## config.mk

```make
export PLATFORM = sky130hd
export DESIGN_NAME = rem_bank
export DESIGN_NICKNAME = d
export VERILOG_FILES = /design/src/verilog/rem_pkg.sv /design/src/verilog/rem_accum.sv /design/src/verilog/rem_bank.sv
export SDC_FILE = /design/constraint.sdc
export NUM_CORES = 1
export LEC_CHECK = 0
export BUFFER_PORTS_ARGS = -buffer_cell sky130_fd_sc_hd__buf_2
export CAP_MARGIN = 20
export CELL_PAD_IN_SITES_DETAIL_PLACEMENT = 0
export CELL_PAD_IN_SITES_GLOBAL_PLACEMENT = 1
export CORE_ASPECT_RATIO = 1.75
export CORE_MARGIN = 2
export CORE_UTILIZATION = 46
export CTS_BUF_LIST = sky130_fd_sc_hd__clkbuf_2
export DETAILED_ROUTE_END_ITERATION = 12
export GPL_ROUTABILITY_DRIVEN = 0
export PLACE_DENSITY_LB_ADDON = 0.1
export REMOVE_ABC_BUFFERS = 1
export SKIP_CTS_REPAIR_TIMING = 1
export SLEW_MARGIN = 15
export SYNTH_ARGS = -nofsm -noshare
export SYNTH_HDL_FRONTEND = slang
export SYNTH_SLANG_ARGS = --single-unit
```

## constraint.sdc

```tcl
create_clock -name i_clock -period 2.8 [get_ports i_clock]
set_input_delay 0.56 -clock i_clock [delete_from_list [all_inputs] [get_ports i_clock]]
set_output_delay 0.56 -clock i_clock [all_outputs]
set_load 0.05 [all_outputs]
```

## src/verilog/rem_pkg.sv

```systemverilog
// shared constants and types for the reactive and active energy status bank
package rem_pkg;

  // ---------------------------------------------------------------
  // register addresses
  // ---------------------------------------------------------------
  localparam logic [7:0] REM_ADDR_REV_ACTIVE   = 8'h41;
  localparam logic [7:0] REM_ADDR_ABS_ACTIVE   = 8'h42;
  localparam logic [7:0] REM_ADDR_FWD_REACTIVE = 8'h43;
  localparam logic [7:0] REM_ADDR_REV_REACTIVE = 8'h44;
  localparam logic [7:0] REM_ADDR_ABS_REACTIVE = 8'h45;
  localparam logic [7:0] REM_ADDR_STATUS       = 8'h46;

  // ---------------------------------------------------------------
  // reset, unmapped read and increment step values
  // ---------------------------------------------------------------
  localparam logic [15:0] REM_ACCUM_RESET  = 16'h0000;
  localparam logic [15:0] REM_STATUS_RESET = 16'hc800;
  localparam logic [15:0] REM_UNMAPPED     = 16'h0000;
  localparam logic [15:0] REM_ACCUM_STEP   = 16'h0001;

  // ---------------------------------------------------------------
  // status field positions
  // ---------------------------------------------------------------
  localparam int REM_BIT_REACT_NOLOAD = 15;
  localparam int REM_BIT_ACT_NOLOAD   = 14;
  localparam int REM_BIT_REACT_REV    = 13;
  localparam int REM_BIT_ACT_REV      = 12;
  localparam int REM_BIT_LINE_LIVE    = 11;
  localparam int REM_BIT_MODE_LSB     = 0;

  // ---------------------------------------------------------------
  // line mode strap encodings
  // ---------------------------------------------------------------
  localparam logic [1:0] REM_MODE_ANTI_TAMPER  = 2'h0;
  localparam logic [1:0] REM_MODE_FIXED_LIVE   = 2'h1;
  localparam logic [1:0] REM_MODE_LIVE_NEUTRAL = 2'h2;
  localparam logic [1:0] REM_MODE_FLEXIBLE     = 2'h3;

  // ---------------------------------------------------------------
  // types
  // ---------------------------------------------------------------
  typedef struct packed {
    logic fwd_reactive;
    logic rev_reactive;
    logic abs_reactive;
    logic rev_active;
    logic abs_active;
  } rem_incr_t;

  typedef struct packed {
    logic pulse;
    logic reverse;
    logic abs_cfg;
  } rem_pulse_t;

  typedef struct packed {
    logic [15:0] count;
  } rem_accum_t;

  typedef struct packed {
    logic [15:0] rd_data;
    logic        rd_valid;
    logic        react_noload;
    logic        act_noload;
    logic        react_rev;
    logic        act_rev;
    logic        line_live;
    logic [1:0]  mode;
  } rem_core_t;

endpackage
```

## src/verilog/rem_accum.sv

```systemverilog
// clear-on-read tenth-pulse energy accumulator
`timescale 1ns/10ps
module rem_accum
(
  input  wire logic        i_clock,
  input  wire logic        i_rstn,
  input  wire logic        i_inc,
  input  wire logic        i_clear,
  output logic [15:0]      o_count
);

  // ---------------------------------------------------------------
  // state
  // ---------------------------------------------------------------
  rem_pkg::rem_accum_t state_q;
  rem_pkg::rem_accum_t state_d;

  always_comb
  begin
    state_d = state_q;
    if (i_clear)
    begin
      state_d.count = rem_pkg::REM_ACCUM_RESET;
    end
    if (i_inc)
    begin
      // wraps past all ones, no saturation
      state_d.count = state_d.count + rem_pkg::REM_ACCUM_STEP;
    end
  end

  always_ff @(posedge i_clock)
  begin
    if (!i_rstn)
    begin
      state_q.count <= rem_pkg::REM_ACCUM_RESET;
    end
    else
    begin
      state_q <= state_d;
    end
  end

  assign o_count = state_q.count;

endmodule

```

## src/verilog/rem_bank.sv

```systemverilog
// reactive and active energy accumulators and metering status register bank
// ---------------------------------------------------------------
// ---------------------------------------------------------------
`timescale 1ns/10ps
module rem_bank
(
  input  wire logic                i_clock,
  input  wire logic                i_rstn,
  input  wire logic                i_rd_en,
  input  wire logic [7:0]          i_rd_addr,
  output logic [15:0]              o_rd_data,
  output logic                     o_rd_valid,
  input  wire rem_pkg::rem_incr_t  i_incr,
  input  wire rem_pkg::rem_pulse_t i_active_pulse_out,
  input  wire rem_pkg::rem_pulse_t i_reactive_pulse_out,
  input  wire logic                i_reactive_noload,
  input  wire logic                i_active_noload,
  input  wire logic                i_live_power_larger,
  input  wire logic                i_flex_line_choice,
  input  wire logic                i_mode_strap_hi,
  input  wire logic                i_mode_strap_lo,
  output logic [15:0]              o_metering_status_word
);

  // ---------------------------------------------------------------
  // address decode
  // ---------------------------------------------------------------
  logic hit_fwd_react;
  logic hit_rev_react;
  logic hit_abs_react;
  logic hit_rev_act;
  logic hit_abs_act;
  logic hit_status;

  assign hit_fwd_react = i_rd_en
                       && (i_rd_addr == rem_pkg::REM_ADDR_FWD_REACTIVE);
  assign hit_rev_react = i_rd_en
                       && (i_rd_addr == rem_pkg::REM_ADDR_REV_REACTIVE);
  assign hit_abs_react = i_rd_en
                       && (i_rd_addr == rem_pkg::REM_ADDR_ABS_REACTIVE);
  assign hit_rev_act   = i_rd_en
                       && (i_rd_addr == rem_pkg::REM_ADDR_REV_ACTIVE);
  assign hit_abs_act   = i_rd_en
                       && (i_rd_addr == rem_pkg::REM_ADDR_ABS_ACTIVE);
  assign hit_status    = i_rd_en
                       && (i_rd_addr == rem_pkg::REM_ADDR_STATUS);

  // ---------------------------------------------------------------
  // energy accumulators
  // ---------------------------------------------------------------
  logic [15:0] fwd_reactive_accum;
  logic [15:0] rev_reactive_accum;
  logic [15:0] abs_reactive_accum;
  logic [15:0] rev_active_accum;
  logic [15:0] abs_active_accum;

  // each increment is a tenth of an output pulse
  rem_accum u_fwd_reactive
  (
    .i_clock (i_clock),
    .i_rstn  (i_rstn),
    .i_inc   (i_incr.fwd_reactive),
    .i_clear (hit_fwd_react),
    .o_count (fwd_reactive_accum)
  );

  rem_accum u_rev_reactive
  (
    .i_clock (i_clock),
    .i_rstn  (i_rstn),
    .i_inc   (i_incr.rev_reactive),
    .i_clear (hit_rev_react),
    .o_count (rev_reactive_accum)
  );

  rem_accum u_abs_reactive
  (
    .i_clock (i_clock),
    .i_rstn  (i_rstn),
    .i_inc   (i_incr.abs_reactive),
    .i_clear (hit_abs_react),
    .o_count (abs_reactive_accum)
  );

  rem_accum u_rev_active
  (
    .i_clock (i_clock),
    .i_rstn  (i_rstn),
    .i_inc   (i_incr.rev_active),
    .i_clear (hit_rev_act),
    .o_count (rev_active_accum)
  );

  rem_accum u_abs_active
  (
    .i_clock (i_clock),
    .i_rstn  (i_rstn),
    .i_inc   (i_incr.abs_active),
    .i_clear (hit_abs_act),
    .o_count (abs_active_accum)
  );

  // ---------------------------------------------------------------
  // core state
  // ---------------------------------------------------------------
  rem_pkg::rem_core_t state_q;
  rem_pkg::rem_core_t state_d;
  logic [15:0]        status_word;
  logic [15:0]        read_mux;

  // ---------------------------------------------------------------
  // status word assembly
  // ---------------------------------------------------------------
  always_comb
  begin
    status_word = 16'h0000;
    status_word[rem_pkg::REM_BIT_REACT_NOLOAD] = state_q.react_noload;
    status_word[rem_pkg::REM_BIT_ACT_NOLOAD]   = state_q.act_noload;
    status_word[rem_pkg::REM_BIT_REACT_REV]    = state_q.react_rev;
    status_word[rem_pkg::REM_BIT_ACT_REV]      = state_q.act_rev;
    status_word[rem_pkg::REM_BIT_LINE_LIVE]    = state_q.line_live;
    status_word[rem_pkg::REM_BIT_MODE_LSB +: 2] = state_q.mode;
  end

  // ---------------------------------------------------------------
  // read data select
  // ---------------------------------------------------------------
  always_comb
  begin
    case (i_rd_addr)
      rem_pkg::REM_ADDR_REV_ACTIVE:   read_mux = rev_active_accum;
      rem_pkg::REM_ADDR_ABS_ACTIVE:   read_mux = abs_active_accum;
      rem_pkg::REM_ADDR_FWD_REACTIVE: read_mux = fwd_reactive_accum;
      rem_pkg::REM_ADDR_REV_REACTIVE: read_mux = rev_reactive_accum;
      rem_pkg::REM_ADDR_ABS_REACTIVE: read_mux = abs_reactive_accum;
      rem_pkg::REM_ADDR_STATUS:       read_mux = status_word;
      default:                        read_mux = rem_pkg::REM_UNMAPPED;
    endcase
  end

  // ---------------------------------------------------------------
  // next state
  // ---------------------------------------------------------------
  always_comb
  begin
    state_d = state_q;

    // read captures the value present before the clear
    state_d.rd_valid = i_rd_en;
    if (i_rd_en)
    begin
      state_d.rd_data = read_mux;
    end

    // no-load levels
    state_d.react_noload = i_reactive_noload;
    state_d.act_noload   = i_active_noload;

    // last reactive pulse direction
    if (i_reactive_pulse_out.pulse)
    begin
      state_d.react_rev = i_reactive_pulse_out.reverse;
    end
    if (i_reactive_pulse_out.abs_cfg)
    begin
      state_d.react_rev = 1'b0;
    end

    // last active pulse direction
    if (i_active_pulse_out.pulse)
    begin
      state_d.act_rev = i_active_pulse_out.reverse;
    end
    if (i_active_pulse_out.abs_cfg)
    begin
      state_d.act_rev = 1'b0;
    end

    // strap pins mirrored
    state_d.mode = {i_mode_strap_hi, i_mode_strap_lo};

    // metered line by mode
    case (state_q.mode)
      rem_pkg::REM_MODE_ANTI_TAMPER:
      begin
        state_d.line_live = i_live_power_larger;
      end
      rem_pkg::REM_MODE_FIXED_LIVE:
      begin
        state_d.line_live = 1'b1;
      end
      rem_pkg::REM_MODE_LIVE_NEUTRAL:
      begin
        state_d.line_live = 1'b1;
      end
      rem_pkg::REM_MODE_FLEXIBLE:
      begin
        state_d.line_live = i_flex_line_choice;
      end
      default:
      begin
        state_d.line_live = 1'b1;
      end
    endcase
  end

  // ---------------------------------------------------------------
  // state register
  // ---------------------------------------------------------------
  always_ff @(posedge i_clock)
  begin
    if (!i_rstn)
    begin
      state_q.rd_data      <= rem_pkg::REM_ACCUM_RESET;
      state_q.rd_valid     <= 1'b0;
      state_q.react_noload <=
        rem_pkg::REM_STATUS_RESET[rem_pkg::REM_BIT_REACT_NOLOAD];
      state_q.act_noload   <=
        rem_pkg::REM_STATUS_RESET[rem_pkg::REM_BIT_ACT_NOLOAD];
      state_q.react_rev    <=
        rem_pkg::REM_STATUS_RESET[rem_pkg::REM_BIT_REACT_REV];
      state_q.act_rev      <=
        rem_pkg::REM_STATUS_RESET[rem_pkg::REM_BIT_ACT_REV];
      state_q.line_live    <=
        rem_pkg::REM_STATUS_RESET[rem_pkg::REM_BIT_LINE_LIVE];
      state_q.mode         <=
        rem_pkg::REM_STATUS_RESET[rem_pkg::REM_BIT_MODE_LSB +: 2];
    end
    else
    begin
      state_q <= state_d;
    end
  end

  // ---------------------------------------------------------------
  // outputs
  // ---------------------------------------------------------------
  assign o_rd_data              = state_q.rd_data;
  assign o_rd_valid             = state_q.rd_valid;
  assign o_metering_status_word = status_word;

endmodule

```

==> results.tsv <==
metric	value	unit
DIE AREA	12400	sq um
count leader, synth	dfxtp_1	
P&R area growth vs syn	9.54	%
worst reg2reg startpoint	u_rev_reactive.o_count[4]	
first-pass GRT wire length	23300	microns
Synth top area share	0.393	
DP Wirelength	11400	microns
starting density of the core	0.474	
Fin. Hold Viols	0	
mux cell area share after synthesis	0.0508	
Mapped Cells	621	
Compound-Gate Fraction of Synth Area	0.143	
post-layout min period	2.08	ns
Max clock buf depth	2	
sequential share of the synthesized area	0.393	
worst r2r dst	u_rev_reactive.o_count[15]	
die height	146	microns
CTS tree	yes	
Initial DRC Count	289	
leak pwr	2.17	nW
initial antenna violation count	1	
critical path class	primary input to register	
Arrival @ worst endpoint	2.58	ns
Seq cells post-synth	104	
Ys Warns	0	
clock sink count	104	
Max Freq	0.482	GHz
CP startpoint	i_rd_addr[7]	
worst vdd ir	0.000350	V
final worst path period share	0.742	
Top FF cell, synth	dfxtp_1	
clock buffer count from CTS	9	
top cells by count, synth	104 x dfxtp_1, 65 x nor2_1, 51 x nand2_1	
Post-synth EDFFs	0	
Worst Skew	0.0399	ns
DRT Pass-1 Iters	8	
Async S/R FF share, synth	0	
worst min path class	primary input to register	
Reg2Reg Depth	4	
DR DRC count	0	
syn avg cell area	8.53	sq um
hold_sp	i_active_pulse_out[0]	
CP Launch Type	primary input	
fin. max-slew vios	0	
Post-Synth Adder-Cell Area	0.0165	
crit path cell chain	buf_2 -> or4b_1 -> o31a_1 -> ha_1 -> and4_1 -> nand4_1 -> xor2_1 -> nor2_1	
Layout Nets	699	
Critical Path Fanout Max	6	
cell taking the most area after synthesis	dfxtp_1	
slowest stage delay, CP	0.70	ns
Cell Area, Synth	5300	sq um
TNS Setup	0	ns
Max-cap violations	0	
gr usage total	0.240	
post-synth cell types	56	
layout cells sized above 1	0.139	
element type at the critical path end	register	
num ports	61	
RSZ-0062 raised after global routing	false	
final setup vio count	0	
vias per cell	5.87	
core region area	11200	sq um
routed len/inst	18.6	microns
FP Rows	51	
Hold Slack	0.101	ns
number of global-route vias before repair	4455	
Clock Root Buffer	clkbuf_2	
Power Density	448	nW/um^2
Via Count	4707	
Worst Hold Depth	2	
H-tree depth	3	
synth top area cells	dfxtp_1 39%, xor2_1 6.3%, nor2_1 4.6%, nand2_1 3.6%, mux2i_1 3.6%	
CP max-delay cell	or4b_1	
status	complete, no violations	
Final ANT Viol Nets	0	
IO Port Bufs	51	
Worst-Skew Late Latency	0.60	ns
required time of the critical path	3.31	ns
Worst-path clk slew	0.25	ns
Post-Synth Simple-Gate Area	0.256	
Die Width	85.1	microns
total gr overflow	0	
Post-Synth XOR/XNOR Area	0.0910	
Hold Crit Endpoint	o_metering_status_word[12]	
largest net degree at the start of global routing	23	
flop-to-flop setup slack	0.73	ns
drt total wl	14900	microns
largest family of logic cells by synthesized area	simple AND/OR/NAND/NOR gates	
[how the worst max path moves through the flow]
stage | endpoint | slack [ns]
floorplan | u_abs_reactive.o_count[12] | 0.22
global placement | u_rev_active.o_count[12] | 0.14
detailed placement | u_abs_active.o_count[12] | 0.11
CTS | u_abs_active.o_count[12] | 0.77
global route | u_rev_active.o_count[10] | 0.65
finish | u_abs_active.o_count[12] | 0.72
[cells in the final DEF, fill, tap and decap left out, drive strengths merged, types with 15 or more instances in the layout]
cell type,synthesis,final
o21ai,20,20
xnor2,17,17
nor2,65,65
or3,17,17
dfxtp,104,104
inv,15,15
nand2,52,52
mux2i,19,19
a21oi,25,25
xor2,38,38
nand3,31,31
buf,18,67
nand4,25,25
a22oi,15,15
[through the flow]
step / util / total power [W] / cells / instance area (sq um) / setup slack, ns
2_1_floorplan: - / 0.00170 / 586 / 5120 / 0.222
3_3_place_gp: 0.507 / 0.00181 / 785 / 5660 / 0.140
3_5_place_dp: 0.507 / 0.00181 / 785 / 5660 / 0.111
4_1_cts: 0.519 / 0.00261 / 801 / 5800 / 0.772
5_1_grt: 0.520 / 0.00270 / 802 / 5800 / 0.650
6_report: 0.520 / 0.00260 / 802 / 5800 / 0.723
[layer usage]
| metal | GRT usage | vias up | part of all wire |
|---|---|---|---|
| li1 | - | 2292 | - |
| met1 | 0.281 | 2249 | 0.41 |
| met2 | 0.420 | 131 | 0.52 |
| met3 | 0.0369 | 35 | 0.033 |
| met4 | 0.110 | 0 | 0.037 |
| met5 | 0 | - | 0 |
[flip-flops by register name, indices dropped and copies added, names as in the netlist]
signal	flops
o_metering_status_word	7
o_rd_data	16
o_rd_valid	1
u_abs_active.o_count	16
u_abs_reactive.o_count	16
u_fwd_reactive.o_count	16
u_rev_active.o_count	16
u_rev_reactive.o_count	16
[cell type report]
type | instances | area (sq um)
clock inverter | 5 | 81.3
fill | 1099 | 5370
antenna | 1 | 2.50
clock buffer | 11 | 55.1
inverter | 15 | 56.3
timing repair buffer | 67 | 375
multi-input combinational | 467 | 2980
tap | 132 | 165
sequential | 104 | 2080
[power breakdown]
part	internal (W)	switching, W
sequential	0.00151	0.0000204
combinational	0.0000848	0.000178
clock	0.000302	0.000506
[cell families after synthesis]
group	Yosys count
adder cells (fa/ha/maj)	7
AO/OA/AOI/OAI	111
multiplexers	26
AND/OR/NAND/NOR	259
XOR/XNOR	55
flip-flops	104
buffers and inverters	58
other	1
[worst max-delay path: cells and delay by family]
kind	cells	cell delay [ns]
AND/OR/NAND/NOR	4	1.16
buffers and inverters	1	0.10
XOR/XNOR	1	0.16
AO/OA/AOI/OAI	1	0.39
adder cells (fa/ha/maj)	1	0.21
Note: power is estimated with default switching activity, not from simulation.
